`src/irr_defines.svh`:
```
/*
   Constants for the interrupt request router: register offsets, source bit
   positions, reset values and line count.
   Assumes inclusion by bare name from the package and the design modules.
*/
`ifndef IRR_DEFINES_SVH
`define IRR_DEFINES_SVH

// register byte offsets
`define IRR_OFS_PEND 8'h00
`define IRR_OFS_MASK 8'h04
`define IRR_OFS_CFG0 8'h08
`define IRR_OFS_CFG1 8'h0C
`define IRR_OFS_CFG2 8'h10
`define IRR_OFS_EVT_STAT 8'h14
`define IRR_OFS_EVT_MASK 8'h18

// widths
`define IRR_NUM_SRC 32
`define IRR_NUM_LINES 5

// source bit positions
`define IRR_POS_RADIO 0
`define IRR_POS_POWER 1
`define IRR_POS_WDOG 2
`define IRR_POS_TMR1 3
`define IRR_POS_TMR0 4
`define IRR_POS_RTC 5
`define IRR_POS_UART0 6
`define IRR_POS_GPIO 7
`define IRR_POS_I2S 8
`define IRR_POS_SPI0 9
`define IRR_POS_USB 10
`define IRR_POS_I2C0 11
`define IRR_POS_I2C1 12
`define IRR_POS_VOICE 13
`define IRR_POS_AUDIO_OUT 14
`define IRR_POS_ADC 15
`define IRR_POS_UART1 16
`define IRR_POS_CARD 17
`define IRR_POS_DMA_LO 18
`define IRR_POS_DMA_HI 22
`define IRR_POS_RSVD_LO 23
`define IRR_POS_IR_RX 24
`define IRR_POS_SPI1 25
`define IRR_POS_SDIO 26
`define IRR_POS_TMR2 27
`define IRR_POS_TMR3 28
`define IRR_POS_RSVD_RW 29
`define IRR_POS_PROT 30
`define IRR_POS_RSVD_HI 31

// reset values
`define IRR_RST_WORD 32'h0000_0000
`define IRR_RST_EVT 5'h00

`endif

```
`src/irr_pkg.sv`:
```
/*
   Types shared by the interrupt request router modules.
   Assumes irr_defines.svh is on the include path.
*/
`include "irr_defines.svh"

package irr_pkg;

   // request line codes, as formed from the three routing bits
   typedef enum logic [2:0] {
      IRR_LINE0 = 3'b000,
      IRR_LINE1 = 3'b001,
      IRR_LINE2 = 3'b010,
      IRR_LINE3 = 3'b011,
      IRR_LINE4 = 3'b100
   } irr_line_t;

   // whole state of the router top
   typedef struct packed {
      logic [`IRR_NUM_SRC-1:0] cfg0;
      logic [`IRR_NUM_SRC-1:0] cfg1;
      logic [`IRR_NUM_SRC-1:0] cfg2;
      logic [`IRR_NUM_SRC-1:0] mask;
      logic [`IRR_NUM_SRC-1:0] pend;
      logic [`IRR_NUM_LINES-1:0] req;
      logic [`IRR_NUM_LINES-1:0] evt_stat;
      logic [`IRR_NUM_LINES-1:0] evt_mask;
      logic [31:0] rd_data;
      logic irq;
   } irr_state_t;

   // one-hot request vector for a routing code
   function automatic logic [`IRR_NUM_LINES-1:0] irr_line_onehot(input logic b2, input logic b1,
                                                                 input logic b0);
      irr_line_t sel;
      sel = b2 ? IRR_LINE4 : irr_line_t'({1'b0, b1, b0});
      case (sel)
         IRR_LINE0: irr_line_onehot = 5'h01;
         IRR_LINE1: irr_line_onehot = 5'h02;
         IRR_LINE2: irr_line_onehot = 5'h04;
         IRR_LINE3: irr_line_onehot = 5'h08;
         default: irr_line_onehot = 5'h10;
      endcase
   endfunction

endpackage

```
`src/irr_route_decode.sv`:
```
/*
   Combinational routing matrix: each active source drives the one request
   line chosen by its three routing bits.
   Assumes registered inputs; output feeds a flip-flop in the top.
*/
`timescale 1ns/100ps
`include "irr_defines.svh"

module irr_route_decode import irr_pkg::*; #(
   parameter int NUM_SRC = `IRR_NUM_SRC
) (
   // routing bits per source
   input wire logic [NUM_SRC-1:0] code_b0_in,
   input wire logic [NUM_SRC-1:0] code_b1_in,
   input wire logic [NUM_SRC-1:0] code_b2_in,
   // pending and unmasked sources
   input wire logic [NUM_SRC-1:0] active_in,
   // combined request lines
   output logic [`IRR_NUM_LINES-1:0] line_req_out
);

   logic [NUM_SRC-1:0][`IRR_NUM_LINES-1:0] hit;

   // one routing slice per source, same position in every register
   genvar gi;
   generate
      for (gi = 0; gi < NUM_SRC; gi++) begin : g_src
         assign hit[gi] = active_in[gi] ?
            irr_line_onehot(code_b2_in[gi], code_b1_in[gi], code_b0_in[gi]) : 5'h00;
      end
   endgenerate

   // wired-or of all slices onto the five lines
   always_comb begin
      line_req_out = 5'h00;
      for (int i = 0; i < NUM_SRC; i++) begin
         line_req_out = line_req_out | hit[i];
      end
   end

endmodule // irr_route_decode

```
`src/irr_router.sv`:
```
/*
   Interrupt request router top: pending view, source mask, three routing
   registers, five registered request lines, and a line-edge event status
   with its own mask driving one level interrupt.
   Assumes one clock, synchronous active-high reset, peripheral pending
   levels synchronous to the clock, and a simple strobe register port
   whose master never waits.
*/
// The implementer's own choice: the strobed register port.
`timescale 1ns/100ps
`include "irr_defines.svh"

module irr_router import irr_pkg::*; (
   // clock and reset
   input wire logic clk_sys_in,
   input wire logic sys_rst_in,
   // register port
   input wire logic [7:0] addr_in,
   input wire logic [31:0] wr_data_in,
   input wire logic wr_stb_in,
   input wire logic rd_stb_in,
   output logic [31:0] rd_data_out,
   // peripheral pending levels
   input wire logic [`IRR_NUM_SRC-1:0] source_pend_in,
   // processor request lines
   output logic [`IRR_NUM_LINES-1:0] req_out,
   // line-edge event interrupt
   output logic irq_out
);

   // bits that name a real source
   localparam logic [31:0] SRC_BITS =
      (32'h1 << `IRR_POS_RADIO) | (32'h1 << `IRR_POS_POWER) |
      (32'h1 << `IRR_POS_WDOG) | (32'h1 << `IRR_POS_TMR1) |
      (32'h1 << `IRR_POS_TMR0) | (32'h1 << `IRR_POS_RTC) |
      (32'h1 << `IRR_POS_GPIO) | (32'h1 << `IRR_POS_USB) |
      (32'h1 << `IRR_POS_IR_RX) | (32'h1 << `IRR_POS_SDIO) |
      (32'h1 << `IRR_POS_UART0) | (32'h1 << `IRR_POS_UART1) |
      (32'h1 << `IRR_POS_SPI0) | (32'h1 << `IRR_POS_SPI1) |
      (32'h1 << `IRR_POS_I2C0) | (32'h1 << `IRR_POS_I2C1) |
      (32'h1 << `IRR_POS_AUDIO_OUT) | (32'h1 << `IRR_POS_ADC) |
      (32'h1 << `IRR_POS_VOICE) | (32'h1 << `IRR_POS_I2S) |
      (32'h1 << `IRR_POS_CARD) | (32'h1 << `IRR_POS_TMR2) |
      (32'h1 << `IRR_POS_TMR3) | (32'h1 << `IRR_POS_PROT);

   // transfer channels occupy a contiguous run
   localparam logic [31:0] DMA_BITS =
      ((32'h1 << (`IRR_POS_DMA_HI + 1)) - 32'h1) & ~((32'h1 << `IRR_POS_DMA_LO) - 32'h1);

   // bit 29 is reserved yet keeps a plain storage cell in mask and routing
   localparam logic [31:0] RSVD_RW = 32'h1 << `IRR_POS_RSVD_RW;

   // writable bits; 23 and 31 never store, so they read zero
   localparam logic [31:0] WR_MASK = SRC_BITS | DMA_BITS | RSVD_RW;

   // pending view carries sources only
   localparam logic [31:0] PEND_MASK = SRC_BITS | DMA_BITS;

   irr_state_t state_r;
   irr_state_t state_nxt;
   logic [`IRR_NUM_LINES-1:0] line_req;
   logic [`IRR_NUM_SRC-1:0] active;

   // address match for writes, one function for all registers
   function automatic logic wr_hit(input logic stb, input logic [7:0] a, input logic [7:0] ofs);
      wr_hit = stb && (a == ofs);
   endfunction

   // a source reaches the matrix only when pending and unmasked
   assign active = state_r.pend & state_r.mask;

   // routing matrix
   irr_route_decode #(
      .NUM_SRC(`IRR_NUM_SRC)
   ) u_decode (
      .code_b0_in(state_r.cfg0),
      .code_b1_in(state_r.cfg1),
      .code_b2_in(state_r.cfg2),
      .active_in(active),
      .line_req_out(line_req)
   );

   // next-state logic
   always_comb begin
      logic [`IRR_NUM_LINES-1:0] rise;
      logic [`IRR_NUM_LINES-1:0] clr;
      rise = 5'h00;
      clr = 5'h00;
      state_nxt = state_r;

      // pending follows the peripheral levels; no write path reaches it
      state_nxt.pend = source_pend_in & PEND_MASK;

      // request lines registered so every output comes from a flop
      state_nxt.req = line_req;

      // routing and mask writes, reserved bits 23 and 31 dropped
      if (wr_hit(wr_stb_in, addr_in, `IRR_OFS_CFG0)) begin
         state_nxt.cfg0 = wr_data_in & WR_MASK;
      end
      if (wr_hit(wr_stb_in, addr_in, `IRR_OFS_CFG1)) begin
         state_nxt.cfg1 = wr_data_in & WR_MASK;
      end
      if (wr_hit(wr_stb_in, addr_in, `IRR_OFS_CFG2)) begin
         state_nxt.cfg2 = wr_data_in & WR_MASK;
      end
      if (wr_hit(wr_stb_in, addr_in, `IRR_OFS_MASK)) begin
         state_nxt.mask = wr_data_in & WR_MASK;
      end
      if (wr_hit(wr_stb_in, addr_in, `IRR_OFS_EVT_MASK)) begin
         state_nxt.evt_mask = wr_data_in[`IRR_NUM_LINES-1:0];
      end

      // line rising edges are events; a new edge beats a same-cycle clear
      rise = line_req & ~state_r.req;
      if (wr_hit(wr_stb_in, addr_in, `IRR_OFS_EVT_STAT)) begin
         clr = wr_data_in[`IRR_NUM_LINES-1:0];
      end
      state_nxt.evt_stat = (state_r.evt_stat & ~clr) | rise;

      // level interrupt from the registered status, one cycle behind it
      state_nxt.irq = |(state_r.evt_stat & state_r.evt_mask);

      // read data valid only in the cycle after the strobe
      state_nxt.rd_data = 32'h0000_0000;
      if (rd_stb_in) begin
         case (addr_in)
            `IRR_OFS_PEND: state_nxt.rd_data = state_r.pend;
            `IRR_OFS_MASK: state_nxt.rd_data = state_r.mask;
            `IRR_OFS_CFG0: state_nxt.rd_data = state_r.cfg0;
            `IRR_OFS_CFG1: state_nxt.rd_data = state_r.cfg1;
            `IRR_OFS_CFG2: state_nxt.rd_data = state_r.cfg2;
            `IRR_OFS_EVT_STAT: state_nxt.rd_data = {27'h0000000, state_r.evt_stat};
            `IRR_OFS_EVT_MASK: state_nxt.rd_data = {27'h0000000, state_r.evt_mask};
            default: state_nxt.rd_data = 32'h0000_0000;
         endcase
      end
   end

   // state register; reset routes everything to line 0
   always_ff @(posedge clk_sys_in) begin
      if (sys_rst_in) begin
         state_r.cfg0 <= `IRR_RST_WORD;
         state_r.cfg1 <= `IRR_RST_WORD;
         state_r.cfg2 <= `IRR_RST_WORD;
         state_r.mask <= `IRR_RST_WORD;
         state_r.pend <= `IRR_RST_WORD;
         state_r.req <= `IRR_RST_EVT;
         state_r.evt_stat <= `IRR_RST_EVT;
         state_r.evt_mask <= `IRR_RST_EVT;
         state_r.rd_data <= `IRR_RST_WORD;
         state_r.irq <= 1'b0;
      end else begin
         state_r <= state_nxt;
      end
   end

   // outputs straight from the state flops
   assign rd_data_out = state_r.rd_data;
   assign req_out = state_r.req;
   assign irq_out = state_r.irq;
endmodule // irr_router

```
`config.mk`:
```
export PLATFORM = sky130hd
export DESIGN_NAME = irr_router
export DESIGN_NICKNAME = d
export VERILOG_FILES = /design/src/irr_pkg.sv /design/src/irr_route_decode.sv /design/src/irr_router.sv
export VERILOG_INCLUDE_DIRS = /design/src /design/src/src
export SDC_FILE = /design/constraint.sdc
export NUM_CORES = 1
export LEC_CHECK = 0
export BUFFER_PORTS_ARGS = -buffer_cell sky130_fd_sc_hd__buf_2
export CORE_UTILIZATION = 45
export CTS_CLUSTER_DIAMETER = 150
export CTS_CLUSTER_SIZE = 40
export DETAILED_ROUTE_END_ITERATION = 10
export PLACE_DENSITY = 0.67
export SKIP_CTS_REPAIR_TIMING = 1
export SLEW_MARGIN = 10
export SYNTH_ARGS = -nofsm -noshare
export SYNTH_HDL_FRONTEND = slang
export SYNTH_SLANG_ARGS = --single-unit
```
`constraint.sdc`:
```
create_clock -name clk_sys_in -period 2.6 [get_ports clk_sys_in]
set_clock_uncertainty 0.15 [all_clocks]
set_input_delay 0.52 -clock clk_sys_in [delete_from_list [all_inputs] [get_ports clk_sys_in]]
set_output_delay 0.52 -clock clk_sys_in [all_outputs]
set_load 0.005 [all_outputs]
```
Word-level counts from Yosys, hierarchy flattened
Cells that the tools add are included.
- $add $sub $neg: 0
- multiply operators: 0
- divide/modulo/power cells: 0
- magnitude comparators: 0
- equal/unequal tests: 96
- shifts and indexed selects: 0
- mux-type cells: 94
- bitwise operators: 39
- reduce and logical (&&, ||, !) cells: 39
- operators by type and width (kind ; number):
    $pmux W5 S4 ; 30
    $pmux W32 S7 ; 1
    $eq A3 B2 Y1 const B ; 60
    $or A5 B5 Y5 ; 32
    $mux W5 ; 31
    $eq A3 B1 Y1 const B ; 30
    $logic_not A3 Y1 ; 30
    $mux W3 ; 30
    $and A32 B31 Y32 ; 1
    $eq A8 B5 Y1 const B ; 3
    $eq A8 B4 Y1 const B ; 2
    $and A5 B5 Y5 ; 3
    $not A5 Y5 ; 2
    $eq A8 B3 Y1 const B ; 1
    $logic_not A8 Y1 ; 1
    $logic_and A1 B1 Y1 ; 6
    $reduce_or A5 Y1 ; 1
    $mux W1 ; 2
    $reduce_or A2 Y1 ; 1
    $not A1 Y1 ; 1
- register bits after elaboration: 200
- latch bits: 0
- memory bits (writable): 0
- ROM bits: 0
- input bits: 76
- output and inout port bits: 38
- word-level logic and storage cells: 279
- memories kept: 0

Depth between registers and ports, before layout
Gate-level depths: netlist (run 1).
- depth after elaboration: 37
- gate-level depth with buffers: 7
- gate-level depth less buffers: 6

Modules after synthesis
A second synthesis (run 1) with hierarchy kept.
- cell total of the unflattened synthesis: 1124
- area, all modules: 9529.1 µm²
- modules (own cells, without submodules) (module ; instances ; cells each ; area each (µm²) ; seq. area each (µm²)):
    irr_router ; 1 ; 919 ; 7882.6 ; 3903.7
    irr_route_decode ; 1 ; 205 ; 1646.6 ; 0.0

Worst setup path after synthesis (run 1)
No wires, ideal clock.
- kind: input -> register
- start: input addr_in[1]
- end: register state_r[121] (netlist bit)
- setup time: 0.132 ns
- arrival time: 1.837 ns
- data required time: 2.318 ns
- setup slack: 0.481 ns
- stages on the path: 7
- buffers on the path: 1
- cells stage by stage: nor4_2 -> or3b_4 -> nor2_4 -> nand2_1 -> clkbuf_1 -> nand2_1 -> a21oi_1
- word-level cells in the longest chain between the ends: 2
- ends and longest elaborated chain (item ; RTL line ; RTL):
    start, declared ; irr_router.sv:18 ; input wire logic [7:0] addr_in,
    $eq A8 B5 Y1 ; irr_router.sv:66 ; wr_hit = stb && (a == ofs);
    $logic_and A1 B1 Y1 ; irr_router.sv:66 ;
    end signal, assigned ; irr_router.sv:154 ; state_r <= state_nxt;
    end, declared ; irr_router.sv:59 ; irr_state_t state_r;
Every way passes these cells.
A chain may end at the register's enable or synchronous reset.

Worst setup path in the final report (run 1)
- start: register state_r[118] (netlist bit)
- end: register state_r[41] (netlist bit)
- word-level cells in the longest chain between the ends: 32
- ends and longest elaborated chain (item ; RTL line ; RTL):
    $mux W3 (*) ; irr_pkg.sv:36 ; sel = b2 ? IRR_LINE4 : irr_line_t'({1'b0, b1, b0});
    $eq A3 B2 Y1 (tied with other cells) ; irr_pkg.sv:37 ; case (sel)
    $pmux W5 S4 (*) ; irr_pkg.sv:37 ;
    $mux W5 (*) ; irr_route_decode.sv:28 ; assign hit[gi] = active_in[gi] ?
    $or A5 B5 Y5 (*) (26 in series) ; irr_route_decode.sv:37 ; line_req_out = line_req_out | hit[i];
    $and A5 B5 Y5 (*) ; irr_router.sv:115 ; rise = line_req & ~state_r.req;
    $or A5 B5 Y5 (*) ; irr_router.sv:119 ; state_nxt.evt_stat = (state_r.evt_stat & ~clr) | rise;
Every way passes the cells marked *; elsewhere a longest branch is shown, timed or not.

==> flow_metrics.py, run 1 <==
metrics = {
    "status": {
        "status": "complete, no violations",
    },
    "place": {
        "place.gp.congestion": 1.026,
        "placed_area_sq_mm": 0.009488,
        "portBuffers": 106,
        "pre_cts_slack_ns": 0.05483,
        "dp_hpwl_um": 20180,
    },
    "layout": {
        "synthesis_to_layout_area_growth_pct": 14.83,
        "regArea_sq_mm": 0.003904,
        "nFillCells": 1825,
        "post-route-cell-area_sq_mm": 0.01006,
        "net_total_in_the_final_layout": 1215,
        "antennaDiodeCount": 0,
        "drive_gt1_share_pct": 15.45,
        "multiInputGateArea_sq_mm": 0.004193,
    },
    "setup_path": {
        "crit_path_start_kind": "register",
        "worstSetupPathDepth": 6,
        "cpMaxStageDelayCell": "sky130_fd_sc_hd__nor4_1",
        "crit_end": "state_r[41]$_SDFF_PP0_",
        "critical_path_arrival_ns": 2.36,
        "worst_setup_path_startpoint": "state_r[118]$_SDFFE_PP0P_",
        "r2r_start": "state_r[118]$_SDFFE_PP0P_",
        "crit_path_max_fo": 6,
        "cp_cell_sequence": "and4b_1 -> a22oi_1 -> o2111ai_1 -> nor4_1 -> nand3_1 -> o2bb2ai_1",
        "worst_r2r_endpoint": "state_r[41]$_SDFF_PP0_",
        "data_required_time_of_the_critical_path_ns": 2.77,
        "r2r_slack_ns": 0.41,
        "end_kind": "register",
        "setup.worst_path.class": "reg2reg",
        "path_buf_inv": 0,
        "critical-path-top-delay-family": "simple AND/OR/NAND/NOR gates",
        "timing.critical_path.slowest_cell_delay_ns": 0.45,
        "reg2regPathDepth": 6,
    },
    "sta": {
        "hold_viol_final": 0,
        "timing.final.setup_violations": 0,
        "post-route-min-period_ns": 2.188,
        "maxSlewHeadroom_pct": 47.60,
        "fin_crit_sh_pct": 84.17,
        "actual_slew_at_the_worst_max_slew_pin_ns": 0.7754,
        "f_max_mhz": 456.9,
        "setup_total_negative_slack_ns": 0,
        "rsz_0062_raised_after_global_routing": "false",
        "report.final.slew_viol_count": 0,
        "final_critical_path_setup_slack_ns": 0.4116,
    },
    "logic_synthesis": {
        "synth_xor_area_share_pct": 0,
        "cell_types_with_the_largest_area_share_after_synthesis": "sky130_fd_sc_hd__dfxtp_1 (45%), sky130_fd_sc_hd__nand2_1 (12%), sky130_fd_sc_hd__a21oi_1 (8.8%)",
        "synth_top_family_by_area": "simple AND/OR/NAND/NOR gates",
        "yosys.area_share.simple_pct": 27.10,
        "post_synth_inst_count": 1078,
        "synthesis.area_sq_mm": 0.008758,
        "asyncSetResetFlopFracSynth_pct": 0,
        "adder_and_majority_cell_fraction_of_the_synthesized_area_pct": 0,
        "muxShareOfSynthArea_pct": 0,
        "synth_edf_count": 0,
        "synthFlopType": "sky130_fd_sc_hd__dfxtp_1",
        "ys_ff_latch": 195,
        "cell_taking_the_most_area_after_synthesis": "sky130_fd_sc_hd__dfxtp_1",
        "yosysSeqAreaShare_pct": 44.57,
        "ys_types": 49,
        "synth_top_area_share_pct": 44.57,
        "syn-mean-instance-area_sq_um": 8.125,
        "compound_gate_fraction_of_synth_area_pct": 20.51,
        "yosys_warnings": 0,
    },
    "grt": {
        "maximum_number_of_pins_on_one_net_before_global_route_repair": 82,
        "initial_antenna_violation_count": 0,
        "grt_pass1_vias": 7781,
        "grt_pass1_wl_um": 44350,
        "gr-total-overflow": 0,
        "grt_usage_pct": 29.18,
    },
    "routing": {
        "detail_route.vias_per_cell": 6.017,
        "routed_wire_length_per_instance_um": 20.37,
        "via_count": 8496,
        "drt_wl_total_um": 28760,
        "drtIter0Drc": 1107,
        "dr.pass1.iters": 7,
        "drt_drc_violations_left": 0,
        "antenna_violating_nets_post_route": 0,
    },
    "power": {
        "leakage_power_total_nw": 3.324,
        "powerDensity_mw_per_mm2": 579.3,
        "worst_ir_drop_on_vdd_v": 0.0004098,
    },
    "floorplan": {
        "die-area_sq_mm": 0.02003,
        "fp-row-count": 50,
        "ios": 114,
        "placeableCoreArea_sq_mm": 0.01889,
        "floorplan.initialDensity_pct": 46.36,
        "floorplan.die.width_um": 141.5,
        "die_h_um": 141.5,
    },
    "flow_run": {
        "cap_violations": 0,
    },
    "hold_path": {
        "hp-class": "in2reg",
        "timing.hold.worst.start": "source_pend_in[6]",
    },
    "clock_tree": {
        "cts-buffers-inserted": 17,
        "cts_max_path_buffers": 2,
        "clkLatencyLatePin_ns": 0.45,
        "htree_levels": 4,
        "tritoncts_num_sinks": 195,
        "clock_tree_from_tritoncts": "done",
        "clock_pin_slew_on_the_worst_setup_and_hold_paths_ns": 0.07,
        "clock-root-buffer": "sky130_fd_sc_hd__clkbuf_16",
    },
}
[layer usage]
metal | share of wire, % | wire, um | up-vias | GRT usage, %
met5 | 0 | 0 | - | 0
met3 | 8.4 | 2424 | 64 | 6.176
met1 | 42 | 12050 | 4037 | 37.27
met2 | 47 | 13490 | 433 | 47.66
li1 | - | - | 3962 | -
met4 | 2.8 | 799 | 0 | 12.56
[report_power, final]
| part | total, mW | internal (mW) | switching, mW |
|---|---|---|---|
| clock | 2.59 | 1.42 | 1.17 |
| combinational | 0.185 | 0.0716 | 0.113 |
| sequential | 3.05 | 3.01 | 0.0342 |
[layout make-up]
class	count	area share [%]
clock inverter	11	1.281
inverter	30	1.120
clock buffer	21	4.379
multi-input combinational	753	41.69
sequential	195	38.82
tap	260	3.235
timing repair buffer	142	9.480
[cells in the final DEF, fill, tap and decap left out, types with 3 or more instances in the layout]
cell type | netlist | layout
sky130_fd_sc_hd__nand2_1 | 269 | 269
sky130_fd_sc_hd__dfxtp_1 | 195 | 195
sky130_fd_sc_hd__a21oi_1 | 154 | 154
sky130_fd_sc_hd__buf_2 | 13 | 105
sky130_fd_sc_hd__nand3_1 | 46 | 46
sky130_fd_sc_hd__a22oi_1 | 44 | 44
sky130_fd_sc_hd__nor2b_1 | 37 | 37
sky130_fd_sc_hd__a222oi_1 | 30 | 30
sky130_fd_sc_hd__inv_1 | 30 | 30
sky130_fd_sc_hd__buf_4 | 44 | 25
sky130_fd_sc_hd__nor4_1 | 20 | 20
sky130_fd_sc_hd__clkbuf_16 | 0 | 17
sky130_fd_sc_hd__nand4b_1 | 12 | 12
sky130_fd_sc_hd__and4b_1 | 12 | 12
sky130_fd_sc_hd__nand4_1 | 12 | 12
sky130_fd_sc_hd__buf_12 | 0 | 12
sky130_fd_sc_hd__nor2_1 | 12 | 11
sky130_fd_sc_hd__nand3b_1 | 10 | 10
sky130_fd_sc_hd__o32ai_1 | 8 | 8
sky130_fd_sc_hd__nor4bb_1 | 8 | 8
sky130_fd_sc_hd__o22ai_1 | 7 | 7
sky130_fd_sc_hd__a31oi_1 | 6 | 6
sky130_fd_sc_hd__nor3_1 | 6 | 6
sky130_fd_sc_hd__and2_1 | 5 | 5
sky130_fd_sc_hd__o2bb2ai_1 | 5 | 5
sky130_fd_sc_hd__o31ai_1 | 5 | 5
sky130_fd_sc_hd__clkinvlp_4 | 0 | 5
sky130_fd_sc_hd__o2111ai_1 | 4 | 4
sky130_fd_sc_hd__a2111oi_0 | 4 | 4
sky130_fd_sc_hd__clkbuf_1 | 43 | 4
sky130_fd_sc_hd__a22o_1 | 3 | 3
sky130_fd_sc_hd__or4_1 | 3 | 3
sky130_fd_sc_hd__or4bb_1 | 3 | 3
[worst reg2reg max path, delay by kind of cell, from the launching register on]
kind	cells	cell delay, ns
and+or+nand+nor	3	0.91
AOI/OAI and AO/OA	3	0.58
DFF	1	0.43
[synth_stat cells (all sizes together) (8+ instances only)]
cell type	instances
a21oi	154
nor2	15
a222oi	30
inv	30
clkbuf	43
nand4	12
nor3	8
a22oi	44
and4b	12
nand2	269
dfxtp	195
o32ai	8
nand3	46
nand4b	12
nand3b	10
buf	58
nor2b	37
nor4	21
nor4bb	8
[worst min path at each step]
stage	endpoint	slack, ns	cells after the start
2_1_floorplan	state_r[40]$_SDFF_PP0_	0.27	1
3_3_place_gp	state_r[38]$_SDFF_PP0_	0.27	1
3_5_place_dp	state_r[38]$_SDFF_PP0_	0.29	1
4_1_cts	state_r[69]$_SDFF_PP0_	0.12	2
5_1_grt	state_r[60]$_SDFF_PP0_	0.12	2
6_report	state_r[54]$_SDFF_PP0_	0.13	2
[state kept, by name (all words and copies together), names as in the netlist]
signal,count
irq_out,1
rd_data_out,30
req_out,5
state_r,159
[stage by stage]
stage | std cells | power, mW | utilization, % | hold WS (ns)
global placement | 1380 | 3.295 | 50.22 | 0.2721
global route | 1412 | 5.993 | 53.23 | 0.1205
detailed placement | 1380 | 3.296 | 50.22 | 0.2867
floorplan | 1079 | 3.176 | - | 0.2702
CTS | 1412 | 5.844 | 53.23 | 0.1244
finish | 1412 | 5.826 | 53.23 | 0.1284
[logic make-up after synthesis]
kind of cell | count (synthesis)
flops | 195
buf+inv | 131
compound gates | 278
simple gates | 473
other cells | 1
(Power assumes the default switching activity.)
==> inputs of run 2 (changes only) <==
--- a/config.mk
+++ b/config.mk
@@ -11,7 +11,7 @@
 export CTS_CLUSTER_DIAMETER = 150
 export CTS_CLUSTER_SIZE = 40
 export DETAILED_ROUTE_END_ITERATION = 10
-export PLACE_DENSITY = 0.67
+export PLACE_DENSITY = 0.69
 export SKIP_CTS_REPAIR_TIMING = 1
 export SLEW_MARGIN = 10
 export SYNTH_ARGS = -nofsm -noshare
==> constraint.sdc (replaced) <==
create_clock -name clk_sys_in -period 1.82 [get_ports clk_sys_in]
set_clock_uncertainty 0.15 [all_clocks]
set_input_delay 0.364 -clock clk_sys_in [delete_from_list [all_inputs] [get_ports clk_sys_in]]
set_output_delay 0.364 -clock clk_sys_in [all_outputs]
set_load 0.005 [all_outputs]
==> flow_metrics.py, run 2 (synthesized netlist as in run 1, its figures left out) <==
metrics = {
    "status": {
        "status": "complete, but fails checks",
        "violations": "negative hold slack, negative setup slack",
    },
    "floorplan": {
        "die-area_sq_mm": 0.02003,
        "ios": 114,
        "die_h_um": 141.5,
        "floorplan.die.width_um": 141.5,
        "placeableCoreArea_sq_mm": 0.01889,
        "floorplan.initialDensity_pct": 46.36,
        "fp-row-count": 50,
    },
    "place": {
        "dp_hpwl_um": 22380,
        "place_inst": 1541,
        "portBuffers": 106,
        "place.gp.congestion": 1.008,
    },
    "power": {
        "pwr-share-comb_pct": 4.7,
        "post-layout-total-power_mw": 8.467,
        "pwr-share-clk_pct": 44.1,
        "powerDensity_mw_per_mm2": 675.9,
        "worst_ir_drop_on_vdd_v": 0.0006060,
        "leakage_power_total_nw": 4.716,
        "seq_power_share_pct": 51.2,
        "switchingPower_mw": 1.963,
        "swShare_pct": 23.19,
        "p_int_mw": 6.504,
    },
    "grt": {
        "grt_pass1_vias": 8595,
        "maximum_number_of_pins_on_one_net_before_global_route_repair": 86,
        "gr-total-overflow": 0,
        "grt_usage_pct": 30.96,
        "initial_antenna_violation_count": 0,
        "grt_pass1_wl_um": 47180,
    },
    "sta": {
        "setup_total_negative_slack_ns": -0.9691,
        "maxSlewHeadroom_pct": 63.03,
        "post-route-min-period_ns": 1.953,
        "worst_hold_slack_ns": -0.01898,
        "f_max_mhz": 511.9,
        "timing.final.setup_violations": 38,
        "rsz_0062_raised_after_global_routing": "true",
        "final_critical_path_setup_slack_ns": -0.1335,
        "hold_viol_final": 11,
        "fin_crit_sh_pct": 107.3,
        "report.final.slew_viol_count": 0,
        "actual_slew_at_the_worst_max_slew_pin_ns": 0.5467,
    },
    "flow_run": {
        "cap_violations": 0,
    },
    "setup_path": {
        "data_required_time_of_the_critical_path_ns": 1.99,
        "cpMaxStageDelayCell": "sky130_fd_sc_hd__dfxtp_2",
        "crit_path_max_fo": 4,
        "path_buf_inv": 1,
        "worst_r2r_endpoint": "state_r[41]$_SDFF_PP0_",
        "critical-path-top-delay-family": "compound AO/OA/AOI/OAI gates",
        "timing.critical_path.slowest_cell_delay_ns": 0.38,
        "r2r_start": "state_r[124]$_SDFFE_PP0P_",
        "setup.worst_path.class": "reg2reg",
        "reg2regPathDepth": 6,
        "end_kind": "register",
        "worstSetupPathDepth": 6,
        "critical_path_arrival_ns": 2.12,
        "r2r_slack_ns": -0.13,
        "cp_cell_sequence": "and4b_1 -> a22o_1 -> a2111oi_2 -> buf_4 -> nand3_1 -> o2bb2ai_1",
        "crit_path_start_kind": "register",
    },
    "layout": {
        "largest_reg_flops": 159,
        "layout.core_utilization_pct": 66.30,
        "antennaDiodeCount": 0,
        "largest_register_by_flop_count": "state_r",
        "most-common-layout-cells": "sky130_fd_sc_hd__nand2_1 (239), sky130_fd_sc_hd__dfxtp_1 (174), sky130_fd_sc_hd__buf_4 (171)",
        "final_common_cell": "sky130_fd_sc_hd__nand2_1",
        "net_total_in_the_final_layout": 1402,
        "synthesis_to_layout_area_growth_pct": 43.03,
        "stdcell_count": 1599,
        "drive_gt1_share_pct": 36.52,
    },
    "hold_path": {
        "hp-class": "in2reg",
        "timing.hold.worst.start": "source_pend_in[13]",
        "holdPathEnd": "state_r[61]$_SDFF_PP0_",
        "hold_path_depth": 2,
    },
    "clock_tree": {
        "htree_levels": 4,
        "tritoncts_num_sinks": 195,
        "clkLatencyLatePin_ns": 0.44,
        "clock-root-buffer": "sky130_fd_sc_hd__clkbuf_16",
        "clock_tree_from_tritoncts": "done",
        "clock_pin_slew_on_the_worst_setup_and_hold_paths_ns": 0.07,
        "cts-buffers-inserted": 17,
        "cts_max_path_buffers": 2,
    },
    "routing": {
        "routed_wire_length_per_instance_um": 20.89,
        "drtIter0Drc": 1210,
        "antenna_violating_nets_post_route": 0,
        "drt_drc_violations_left": 0,
        "detail_route.vias_per_cell": 6.028,
        "drt_wl_total_um": 33410,
        "via_count": 9638,
        "dr.pass1.iters": 7,
    },
}
==> run 2: power by group through the flow <==
| stage | clock network, mW | logic (mW) | registers (mW) |
|---|---|---|---|
| 5_1_grt | 3.96 | 0.422 | 4.34 |
| 2_1_floorplan | 0 | 0.112 | 4.43 |
| 6_report | 3.73 | 0.397 | 4.34 |
| 3_3_place_gp | 0 | 0.328 | 4.43 |
| 3_5_place_dp | 0 | 0.332 | 4.43 |
| 4_1_cts | 3.75 | 0.334 | 4.33 |
==> run 2: metal layers <==
| metal | vias up | GRT usage, % | share of wire, % |
|---|---|---|---|
| met2 | 644 | 51.82 | 48 |
| li1 | 4347 | - | - |
| met1 | 4546 | 40.10 | 39 |
| met4 | 0 | 11.15 | 3.4 |
| met5 | - | 0 | 0 |
| met3 | 101 | 5.366 | 9.7 |
==> run 2: worst max-delay path by stage <==
| stage | from | to |
|---|---|---|
| 2_1_floorplan | addr_in[1] | rd_data_out[16]$_SDFF_PP0_ |
| 3_3_place_gp | addr_in[1] | state_r[137]$_SDFFE_PP0P_ |
| 3_5_place_dp | addr_in[1] | state_r[114]$_SDFFE_PP0P_ |
| 4_1_cts | state_r[123]$_SDFFE_PP0P_ | state_r[41]$_SDFF_PP0_ |
| 5_1_grt | state_r[145]$_SDFFE_PP0P_ | state_r[38]$_SDFF_PP0_ |
| 6_report | state_r[124]$_SDFFE_PP0P_ | state_r[41]$_SDFF_PP0_ |
==> run 2: final cells by class <==
type / count / area, sq um
Clock inverter: 13 / 136.4
Tap cell: 260 / 325.3
Timing Repair Buffer: 329 / 2686
Multi-Input combinational cell: 753 / 4901
Inverter: 30 / 112.6
Sequential cell: 195 / 3933
Fill cell: 1539 / 6366
Clock buffer: 19 / 432.9
==> run 2: worst register-to-register path: cells and delay by family, from the launching register on <==
kind / cells / cell delay [ns]
simple gates: 2 / 0.38
compound gates: 3 / 0.74
buf+inv: 1 / 0.18
flops: 1 / 0.38
==> run 2: metrics by stage <==
stage / hold WS, ns / cell area, sq um / setup slack [ns]
after floorplan: 0.2702 / 8874 / -0.1079
final: -0.01898 / 12530 / -0.1335
after global routing: 0.002767 / 12530 / -0.1805
after detailed placement: 0.2968 / 10840 / -0.4385
after global placement: 0.2785 / 10840 / -0.3976
after CTS: -0.02532 / 11410 / -0.2725
